===== src/logic/bism_map.vh =====
/*
 * Register map, field positions and reset values of the bridge interrupt
 * status and routing block. Definitions only; included by the design files.
 * Assumes a 32-bit AHB-Lite register bus with one aligned word per register.
 */
`ifndef BISM_MAP_VH
`define BISM_MAP_VH

// Register byte offsets
`define BISM_OFS_MISC_ROUTING 12'h300
`define BISM_OFS_STATUS 12'h304
`define BISM_OFS_LEVEL_ROUTING 12'h308
`define BISM_OFS_VME_ENABLE 12'h310
`define BISM_OFS_LOCAL_MASK 12'h320
`define BISM_OFS_VME_SW_STATUS 12'h324
`define BISM_ADDR_BITS 12

// Writable-bit masks; everything else is reserved
`define BISM_MASK_MISC_ROUTING 32'h7777_0777
`define BISM_MASK_LEVEL_ROUTING 32'h7777_7777
`define BISM_MASK_VME_ENABLE 32'hfe0f_17ff
`define BISM_MASK_STATUS 32'h00ff_f7ff
`define BISM_MASK_VME_SW_STATUS 32'hfe00_1000

// Reset values
`define BISM_RST_WORD 32'h0000_0000
`define BISM_RST_PINS 8'h00

// Status and mask bit positions
`define BISM_BIT_OWNERSHIP 0
`define BISM_BIT_LEVEL1 1
`define BISM_BIT_DMA 8
`define BISM_BIT_LOCAL_ERR 9
`define BISM_BIT_VME_ERR 10
`define BISM_BIT_SW_ACK 12
`define BISM_BIT_SOFTWARE_INTERRUPT 13
`define BISM_BIT_SYS_FAIL 14
`define BISM_BIT_AC_FAIL 15
`define BISM_BIT_MAILBOX0 16
`define BISM_BIT_LOCMON0 20
`define BISM_SOURCES 24

// Routing field low bits in the misc routing register
`define BISM_FLD_AC_FAIL 28
`define BISM_FLD_SYS_FAIL 24
`define BISM_FLD_SOFTWARE_INTERRUPT 20
`define BISM_FLD_SW_ACK 16
`define BISM_FLD_VME_ERR 8
`define BISM_FLD_LOCAL_ERR 4
`define BISM_FLD_DMA 0
`define BISM_FLD_W 3

// VME enable register positions
`define BISM_VEN_LEVEL1 25
`define BISM_VEN_SOFTWARE_INTERRUPT 12

// Synchroniser depth for pins
`define BISM_SYNC_STAGES 3

`endif


===== src/logic/bism_sync.v =====
/*
 * Three-stage pin synchroniser with agreement filter.
 * Assumes inputs are asynchronous to clk; output moves only once the
 * second and third stages agree.
 */
`timescale 1ns/10ps
`include "bism_map.vh"

module bism_sync #(
    parameter WIDTH = 9
) (
    input wire clk,
    input wire rst,
    input wire ce,
    input wire [WIDTH-1:0] pin_in,
    output reg [WIDTH-1:0] level_out
);

reg [WIDTH-1:0] stage_one;
reg [WIDTH-1:0] stage_two;
reg [WIDTH-1:0] stage_three;
integer i;

// Stage one is read by stage two only, to contain metastability
always @(posedge clk or posedge rst) begin
    if (rst) begin
        stage_one <= {WIDTH{1'b0}};
        stage_two <= {WIDTH{1'b0}};
        stage_three <= {WIDTH{1'b0}};
        level_out <= {WIDTH{1'b0}};
    end else if (ce) begin
        stage_one <= pin_in;
        stage_two <= stage_one;
        stage_three <= stage_two;
        for (i = 0; i < WIDTH; i = i + 1) begin
            if (stage_two[i] == stage_three[i]) begin
                level_out[i] <= stage_three[i];
            end
        end
    end
end

endmodule


===== src/logic/bism_top.v =====
/*
 * Interrupt status latching, routing to eight local pins, and the
 * VME-side software interrupt enables of a bus bridge.
 * Assumes an AHB-Lite master on the same clock, event inputs from
 * logic on clk, and failure/level lines arriving straight from pins.
 */
`timescale 1ns/10ps
`include "bism_map.vh"

module bism_top (
    input wire clk,
    input wire rst,
    input wire ce,
    // AHB-Lite slave
    input wire hsel,
    input wire [31:0] haddr,
    input wire [1:0] htrans,
    input wire hwrite,
    input wire [2:0] hsize,
    input wire [31:0] hwdata,
    input wire hready,
    output reg hreadyout,
    output reg hresp,
    output reg [31:0] hrdata,
    // Event sources from logic on clk
    input wire [3:0] mailbox_events,
    input wire [3:0] location_monitor_events,
    input wire software_acknowledge_event,
    input wire vme_error_event,
    input wire local_bus_error_event,
    input wire dma_done_event,
    input wire bus_ownership_granted,
    input wire [7:1] acknowledge_done,
    // Pins from the VMEbus
    input wire ac_fail_pin,
    input wire sys_fail_pin,
    input wire [7:1] vme_request_levels,
    // Outputs
    output reg [7:1] acknowledge_request,
    output reg [7:0] local_interrupt_pins,
    output reg [7:1] vme_software_levels,
    output reg vme_software_interrupt
);

// Register bus state
reg wr_pending;
reg rd_pending;
reg [`BISM_ADDR_BITS-1:0] bus_addr;

// Software-visible registers
reg [31:0] misc_source_routing;
reg [31:0] vme_level_routing;
reg [31:0] vme_side_interrupt_enable;
reg [31:0] local_interrupt_mask;
reg [31:0] local_interrupt_status;
reg [31:0] vme_software_status;

// Event edge history
reg [`BISM_SOURCES-1:0] event_prev;

wire [8:0] pins_synced;
wire ac_fail_level;
wire sys_fail_level;
wire [7:1] level_lines;

// Failure and request lines cross in from the VMEbus
// Only the agreed level is used, so a one-clock pin glitch never sets status
bism_sync #(
    .WIDTH(9)
) u_pin_sync (
    .clk(clk),
    .rst(rst),
    .ce(ce),
    .pin_in({ac_fail_pin, sys_fail_pin, vme_request_levels}),
    .level_out(pins_synced)
);

assign ac_fail_level = pins_synced[8];
assign sys_fail_level = pins_synced[7];
assign level_lines = pins_synced[6:0];

// Bus phase decode
// Limitation: only address bits 11:2 decode, so the map repeats every 4 KB
wire addr_phase;
wire wr_now;
reg [31:0] wr_data;

assign addr_phase = hsel && htrans[1] && hready;
assign wr_now = wr_pending;

// Write strobes per register, data limited to writable bits
wire wr_misc;
wire wr_level;
wire wr_ven;
wire wr_mask;
wire wr_stat;
wire wr_vsw;

assign wr_misc = wr_now && (bus_addr == `BISM_OFS_MISC_ROUTING);
assign wr_level = wr_now && (bus_addr == `BISM_OFS_LEVEL_ROUTING);
assign wr_ven = wr_now && (bus_addr == `BISM_OFS_VME_ENABLE);
assign wr_mask = wr_now && (bus_addr == `BISM_OFS_LOCAL_MASK);
assign wr_stat = wr_now && (bus_addr == `BISM_OFS_STATUS);
assign wr_vsw = wr_now && (bus_addr == `BISM_OFS_VME_SW_STATUS);

always @* begin
    wr_data = hwdata;
end

// Event vector laid out in status bit order
wire [`BISM_SOURCES-1:0] event_now;
wire [`BISM_SOURCES-1:0] event_rise;

assign event_now = {location_monitor_events, mailbox_events,
                    1'b0, 1'b0, 1'b0, software_acknowledge_event,
                    1'b0, vme_error_event, local_bus_error_event, dma_done_event,
                    acknowledge_done, bus_ownership_granted};
assign event_rise = event_now & ~event_prev;

// Local software interrupt fires on a mask bit going zero to one
wire software_interrupt_rise;
assign software_interrupt_rise = wr_mask && wr_data[`BISM_BIT_SOFTWARE_INTERRUPT] && !local_interrupt_mask[`BISM_BIT_SOFTWARE_INTERRUPT];

// Status next value: sets win over the same-cycle clear
reg [31:0] next_status;
reg [31:0] stat_clear;
always @* begin
    stat_clear = wr_stat ? (wr_data & `BISM_MASK_STATUS) : `BISM_RST_WORD;
    next_status = local_interrupt_status & ~stat_clear;
    next_status[`BISM_SOURCES-1:0] = next_status[`BISM_SOURCES-1:0] | event_rise;
    if (software_interrupt_rise) begin
        next_status[`BISM_BIT_SOFTWARE_INTERRUPT] = 1'b1;
    end
    // Level-sensitive: pin held keeps the bit, clear only after release
    if (ac_fail_level) begin
        next_status[`BISM_BIT_AC_FAIL] = 1'b1;
    end
    if (sys_fail_level) begin
        next_status[`BISM_BIT_SYS_FAIL] = 1'b1;
    end
    next_status = next_status & `BISM_MASK_STATUS;
end

// VME software levels: rising enable bits set sticky status
// Mailbox, error and pin enable bits are plain storage with no edge logic
wire [31:0] ven_write;
wire [31:0] ven_rise;
reg [31:0] next_vsw;
assign ven_write = wr_data & `BISM_MASK_VME_ENABLE;
assign ven_rise = wr_ven ? (ven_write & ~vme_side_interrupt_enable & `BISM_MASK_VME_SW_STATUS) : `BISM_RST_WORD;

always @* begin
    next_vsw = vme_software_status;
    if (wr_vsw) begin
        next_vsw = next_vsw & ~(wr_data & `BISM_MASK_VME_SW_STATUS);
    end
    next_vsw = next_vsw | ven_rise;
end

// Routing fields gathered per status bit; unroutable sources use pin 0
wire [3*`BISM_SOURCES-1:0] route_by_bit;
assign route_by_bit = {
    {8{3'b000}},
    misc_source_routing[`BISM_FLD_AC_FAIL +: 3],
    misc_source_routing[`BISM_FLD_SYS_FAIL +: 3],
    misc_source_routing[`BISM_FLD_SOFTWARE_INTERRUPT +: 3],
    misc_source_routing[`BISM_FLD_SW_ACK +: 3],
    3'b000,
    misc_source_routing[`BISM_FLD_VME_ERR +: 3],
    misc_source_routing[`BISM_FLD_LOCAL_ERR +: 3],
    misc_source_routing[`BISM_FLD_DMA +: 3],
    vme_level_routing[28 +: 3], vme_level_routing[24 +: 3],
    vme_level_routing[20 +: 3], vme_level_routing[16 +: 3],
    vme_level_routing[12 +: 3], vme_level_routing[8 +: 3],
    vme_level_routing[4 +: 3], vme_level_routing[0 +: 3]
};

// Active sources are latched and unmasked
wire [`BISM_SOURCES-1:0] source_active;
assign source_active = local_interrupt_status[`BISM_SOURCES-1:0]
                       & local_interrupt_mask[`BISM_SOURCES-1:0];

// Each source hits exactly the one pin its field names; the route code
// is widened to the genvar's width so the compare pads nothing silently
wire [8*`BISM_SOURCES-1:0] pin_hit;
wire [7:0] next_pins;
genvar gp;
genvar gs;
generate
    for (gp = 0; gp < 8; gp = gp + 1) begin : g_pin
        for (gs = 0; gs < `BISM_SOURCES; gs = gs + 1) begin : g_src
            assign pin_hit[gp*`BISM_SOURCES+gs] = source_active[gs]
                && ({29'h0, route_by_bit[3*gs +: 3]} == gp);
        end
        assign next_pins[gp] = |pin_hit[gp*`BISM_SOURCES +: `BISM_SOURCES];
    end
endgenerate

// Acknowledge request: enabled, line asserted, status not yet taken
// A set status bit blocks a second vector at that level until cleared
wire [7:1] next_ack_req;
assign next_ack_req = local_interrupt_mask[7:1] & level_lines
                      & ~local_interrupt_status[7:1];

// Read multiplexer, unmapped and reserved read as zero
reg [31:0] read_word;
always @* begin
    if (bus_addr == `BISM_OFS_MISC_ROUTING) begin
        read_word = misc_source_routing;
    end else if (bus_addr == `BISM_OFS_STATUS) begin
        read_word = local_interrupt_status;
    end else if (bus_addr == `BISM_OFS_LEVEL_ROUTING) begin
        read_word = vme_level_routing;
    end else if (bus_addr == `BISM_OFS_VME_ENABLE) begin
        read_word = vme_side_interrupt_enable;
    end else if (bus_addr == `BISM_OFS_LOCAL_MASK) begin
        read_word = local_interrupt_mask;
    end else if (bus_addr == `BISM_OFS_VME_SW_STATUS) begin
        read_word = vme_software_status;
    end else begin
        read_word = `BISM_RST_WORD;
    end
end

// Bus slave: writes zero-wait, reads take one wait state so that a
// write just before is already visible in the returned word.
// Limitation: with ce low the slave still shows ready but takes nothing,
// so a master must stay idle while the block is frozen
always @(posedge clk or posedge rst) begin
    if (rst) begin
        wr_pending <= 1'b0;
        rd_pending <= 1'b0;
        bus_addr <= {`BISM_ADDR_BITS{1'b0}};
        hreadyout <= 1'b1;
        hresp <= 1'b0;
        hrdata <= `BISM_RST_WORD;
    end else if (ce) begin
        hresp <= 1'b0;
        if (rd_pending) begin
            hrdata <= read_word;
            hreadyout <= 1'b1;
            rd_pending <= 1'b0;
        end else begin
            wr_pending <= addr_phase && hwrite;
            if (addr_phase) begin
                bus_addr <= {haddr[`BISM_ADDR_BITS-1:2], 2'b00};
            end
            if (addr_phase && !hwrite) begin
                rd_pending <= 1'b1;
                hreadyout <= 1'b0;
            end
        end
    end
end

// Software registers and sticky status
// Writes keep only writable bits, so reserved positions read back zero
always @(posedge clk or posedge rst) begin
    if (rst) begin
        misc_source_routing <= `BISM_RST_WORD;
        vme_level_routing <= `BISM_RST_WORD;
        vme_side_interrupt_enable <= `BISM_RST_WORD;
        local_interrupt_mask <= `BISM_RST_WORD;
        local_interrupt_status <= `BISM_RST_WORD;
        vme_software_status <= `BISM_RST_WORD;
        event_prev <= {`BISM_SOURCES{1'b0}};
    end else if (ce) begin
        event_prev <= event_now;
        if (wr_misc) begin
            misc_source_routing <= wr_data & `BISM_MASK_MISC_ROUTING;
        end
        if (wr_level) begin
            vme_level_routing <= wr_data & `BISM_MASK_LEVEL_ROUTING;
        end
        if (wr_ven) begin
            vme_side_interrupt_enable <= ven_write;
        end
        if (wr_mask) begin
            local_interrupt_mask <= wr_data & `BISM_MASK_STATUS;
        end
        local_interrupt_status <= next_status;
        vme_software_status <= next_vsw;
    end
end

// Registered pins toward both buses
// One clock of latency after status, traded for glitch-free pins
always @(posedge clk or posedge rst) begin
    if (rst) begin
        local_interrupt_pins <= `BISM_RST_PINS;
        acknowledge_request <= 7'h00;
        vme_software_levels <= 7'h00;
        vme_software_interrupt <= 1'b0;
    end else if (ce) begin
        local_interrupt_pins <= next_pins;
        acknowledge_request <= next_ack_req;
        // Dropping the enable masks the request; status stays set
        vme_software_levels <= vme_software_status[31:25]
                               & vme_side_interrupt_enable[31:25];
        vme_software_interrupt <= vme_software_status[`BISM_VEN_SOFTWARE_INTERRUPT]
                                  & vme_side_interrupt_enable[`BISM_VEN_SOFTWARE_INTERRUPT];
    end
end

endmodule


===== config.mk =====
export PLATFORM = sky130hd
export DESIGN_NAME = bism_top
export DESIGN_NICKNAME = d
export VERILOG_FILES = /design/src/logic/bism_sync.v /design/src/logic/bism_top.v
export VERILOG_INCLUDE_DIRS = /design/src /design/src/logic
export SDC_FILE = /design/constraint.sdc
export NUM_CORES = 1
export LEC_CHECK = 0
export ABC_AREA = 1
export BUFFER_PORTS_ARGS = -buffer_cell sky130_fd_sc_hd__buf_2
export CAP_MARGIN = 40
export CORE_MARGIN = 2
export CORE_UTILIZATION = 45
export CTS_BUF_LIST = sky130_fd_sc_hd__clkbuf_4 sky130_fd_sc_hd__clkbuf_8 sky130_fd_sc_hd__clkbuf_16
export DETAILED_ROUTE_END_ITERATION = 12
export GPL_TIMING_DRIVEN = 0
export PLACE_DENSITY = 0.74
export SYNTH_ARGS = -nofsm -noshare
export SYNTH_HDL_FRONTEND = slang
export SYNTH_SLANG_ARGS = --single-unit

===== constraint.sdc =====
create_clock -name clk -period 14.4 [get_ports clk]
set_clock_uncertainty 0.15 [all_clocks]
set_input_delay 1.44 -clock clk [delete_from_list [all_inputs] [get_ports clk]]
set_output_delay 1.44 -clock clk [all_outputs]
set_load 0.05 [all_outputs]

==> metrics.md <==
| Metric | Value |
|---|---|
| Area contributors post-synth | `dfrtp_1, nand2_1, nor2_1` |
| # rows | `59` |
| Number of global-route vias before repair | `10,860` |
| Cell mode on critical path | `clkbuf_1` |
| Mux cell area share after synthesis | `0.00561` |
| Finish-stage setup viols | `0` |
| Largest stage delay, worst path | `0.70 ns` |
| Commonest non-fill, non-tap cell in the layout | `nand2_1` |
| XOR/XNOR Fraction of Synth Area | `0` |
| Period utilization | `0.206` |
| Final Critical Period | `2.96 ns` |
| Leakage power total | `7.24 nW` |
| Share of cells above drive strength 1 | `0.145` |
| DRT Pass-1 Iters | `6` |
| Final hold vios | `0` |
| CTS Buf Count | `27` |
| GR Overflow Total | `0` |
| Clock Latency Late Sink | `0.55 ns` |
| Clk sinks | `245` |
| Hold_buf cts | `0` |
| Post-synthesis sequential area ratio | `0.509` |
| Critical path data arrival time | `3.26 ns` |
| Hold WC Path Type | `reg -> reg` |
| Chip Height | `168 µm` |
| Distinct cell type count after synthesis | `33` |
| WL final | `39,900 µm` |
| Final Slew Violations | `0` |
| Worst path top cell family by delay | `buffers and inverters` |
| Hpwl dp | `30,600 µm` |
| Worst Path Max Fanout | `10` |
| Critical Setup Path Class | `in -> reg` |
| GRT Util Overall | `0.287` |
| TritonCTS clock tree | `done` |
| Crit-path cells | `buf_2 -> nand2_2 -> clkbuf_1 -> clkbuf_1 -> nor3_1 -> o22ai_1` |
| # Post-CTS Setup Buffers | `0` |
| Status | `finished clean` |
| Synthesis-to-layout area growth | `16.8%` |
| Largest family of logic cells by synthesized area | `simple AND/OR/NAND/NOR gates` |
| Initial DRC count | `960` |
| FMAX | `0.338 GHz` |
| Largest net degree at the start of global routing | `110` |
| Setup TNS | `0 ns` |
| Worst vdd ir | `0.0000811 V` |
| Post-synth top area cell | `dfrtp_1` |
| Total of max-cap violations | `0` |
| CP max stage cell | `clkbuf_1` |
| Vias per std cell | `5.42` |
| Clock-pin slew on the worst setup and hold paths | `0.06 ns` |
| Post-CTS sizing | `0` |
| Nature of the critical path startpoint | `primary input` |
| Post-synthesis simple-gate area fraction | `0.319` |
| Initial Util | `0.461` |
| Area share of the largest cell type after synthesis | `0.507` |
| Nets@finish | `1,847` |
| Post-synthesis adder-cell area fraction | `0` |
| Most frequent cells in the layout | `nand2_1, dfrtp_1, nor2_1` |
| Num ports | `161` |
| CTS root buffer | `clkbuf_16` |
| DRC viols | `0` |
| Hold WS | `0.297 ns` |
| Vias | `11,353` |
| Syn Inst Count | `1,580` |
| Worst EP required | `14.70 ns` |
| Netlist Area Pre-Place | `12,000 µm²` |
| PortBufs | `131` |
| YS warnings | `0` |
| RSZ-0062 raised after global routing | `false` |
| Compound-gate portion of the synthesized area | `0.0982` |
| Antenna Cells | `0` |
| CP Capture Type | `flop` |
| Max clock buf depth | `3` |
| Fillers | `2,522` |
| # H-tree levels | `1` |
| Slew @ Worst Pin | `0.924 ns` |
| Gpl congestion | `0.960` |
| Die Area | `28,100 µm²` |
| Routed Antenna Nets | `0` |
| Avg Cell Area, Syn | `7.62 µm²` |
| Pwr dens | `118 nW/µm²` |
| Register bit total from synthesis | `245` |
| Final Cell Area | `14,100 µm²` |
| Core ar. | `26,100 µm²` |
| Initial antenna violation count | `0` |
| Cell Area, Placed | `13,200 µm²` |
| First-pass GRT wire length | `61,700 µm` |
| Slew HR | `0.384` |
| WP buf/inv | `3` |
| Avg WL per Cell | `19.1 µm` |
| Die W | `168 µm` |
[report_power, final]
| group | switching [mW] | total (mW) | internal, mW |
|---|---|---|---|
| logic | 0.154 | 0.205 | 0.0504 |
| clock network | 0.281 | 0.698 | 0.417 |
| registers | 0.0261 | 0.756 | 0.730 |
[cell type report]
cell class	instances	area, µm²	area share
tap	335	419	0.0298
timing repair buffer	133	711	0.0505
buffer	60	325	0.0231
sequential	245	6130	0.436
clock buffer	40	798	0.0567
inverter	131	500	0.0356
clock inverter	7	88.8	0.00631
multi-input combinational	1145	5090	0.362
[metrics by stage]
stage               setup WS, ns  std cells  utilization  power (mW)
floorplan                   6.08       1581            -       0.905
detailed placement         10.90       2049        0.504       0.973
CTS                        11.46       2096        0.538        1.66
global route               11.24       2096        0.538        1.72
finish                     11.44       2096        0.538        1.66
global placement            3.39       2047        0.502       0.966
[cell usage after synthesis]
cell / n
a21oi_1: 26
buf_2: 14
buf_4: 6
buf_6: 8
clkbuf_1: 32
clkinv_2: 1
conb_1: 1
dfrtp_1: 244
dfstp_2: 1
inv_1: 124
inv_2: 6
mux2_2: 6
nand2_1: 538
nand2_2: 4
nand2_4: 3
nand3_1: 130
nand3_2: 3
nand3_4: 1
nand4_1: 4
nor2_1: 179
nor2_2: 5
nor2_4: 9
nor2_8: 2
nor3_1: 37
o211ai_1: 1
o21a_1: 12
o21ai_0: 118
o21ai_1: 40
o21ai_2: 4
o22ai_1: 18
o2bb2ai_1: 1
o31ai_1: 1
or2_2: 1
[layer usage]
metal / routed length, µm / vias up / global-route usage / share of wire
li1: - / 5378 / - / -
met1: 16800 / 5365 / 0.394 / 0.42
met2: 18200 / 535 / 0.457 / 0.45
met3: 3820 / 75 / 0.0636 / 0.096
met4: 1170 / 0 / 0.0885 / 0.029
met5: 0 / - / 0 / 0
[final timing paths]
check / slack (ns) / start / to / depth (start not counted)
max: 11.44 / ce / local_interrupt_status[2]$_DFFE_PP0P_ / 6
max in group asynchronous: 12.11 / rst / vme_level_routing[9]$_DFFE_PP0P_ / 4
max reg2reg: 12.04 / wr_now$_DFFE_PP0P_ / local_interrupt_status[2]$_DFFE_PP0P_ / 5
min reg2reg: 0.30 / event_prev[16]$_DFFE_PP0P_ / local_interrupt_status[16]$_DFFE_PP0P_ / 1
min: 0.30 / event_prev[16]$_DFFE_PP0P_ / local_interrupt_status[16]$_DFFE_PP0P_ / 1
min in group asynchronous: 0.70 / rst / vme_software_levels[7]$_DFFE_PP0P_ / 2
[kinds of logic after synthesis]
family	Yosys count
DFF	245
and+or+nand+nor	916
AOI/OAI and AO/OA	221
other	1
muxes	6
buffers and inverters	191
[flip-flops by register name, summed over array words and instances (netlist names)]
register / count
local_interrupt_status: 23
wr_now: 1
u_pin_sync.stage_three: 9
vme_software_interrupt: 1
hrdata: 31
misc_source_routing: 21
acknowledge_request: 7
event_prev: 20
bus_addr: 10
u_pin_sync.stage_one: 9
hreadyout: 1
rd_pending: 1
u_pin_sync.stage_two: 9
vme_software_levels: 7
vme_side_interrupt_enable: 23
u_pin_sync.level_out: 9
local_interrupt_pins: 8
vme_software_status: 8
local_interrupt_mask: 23
vme_level_routing: 24
(Power assumes the default switching activity.)
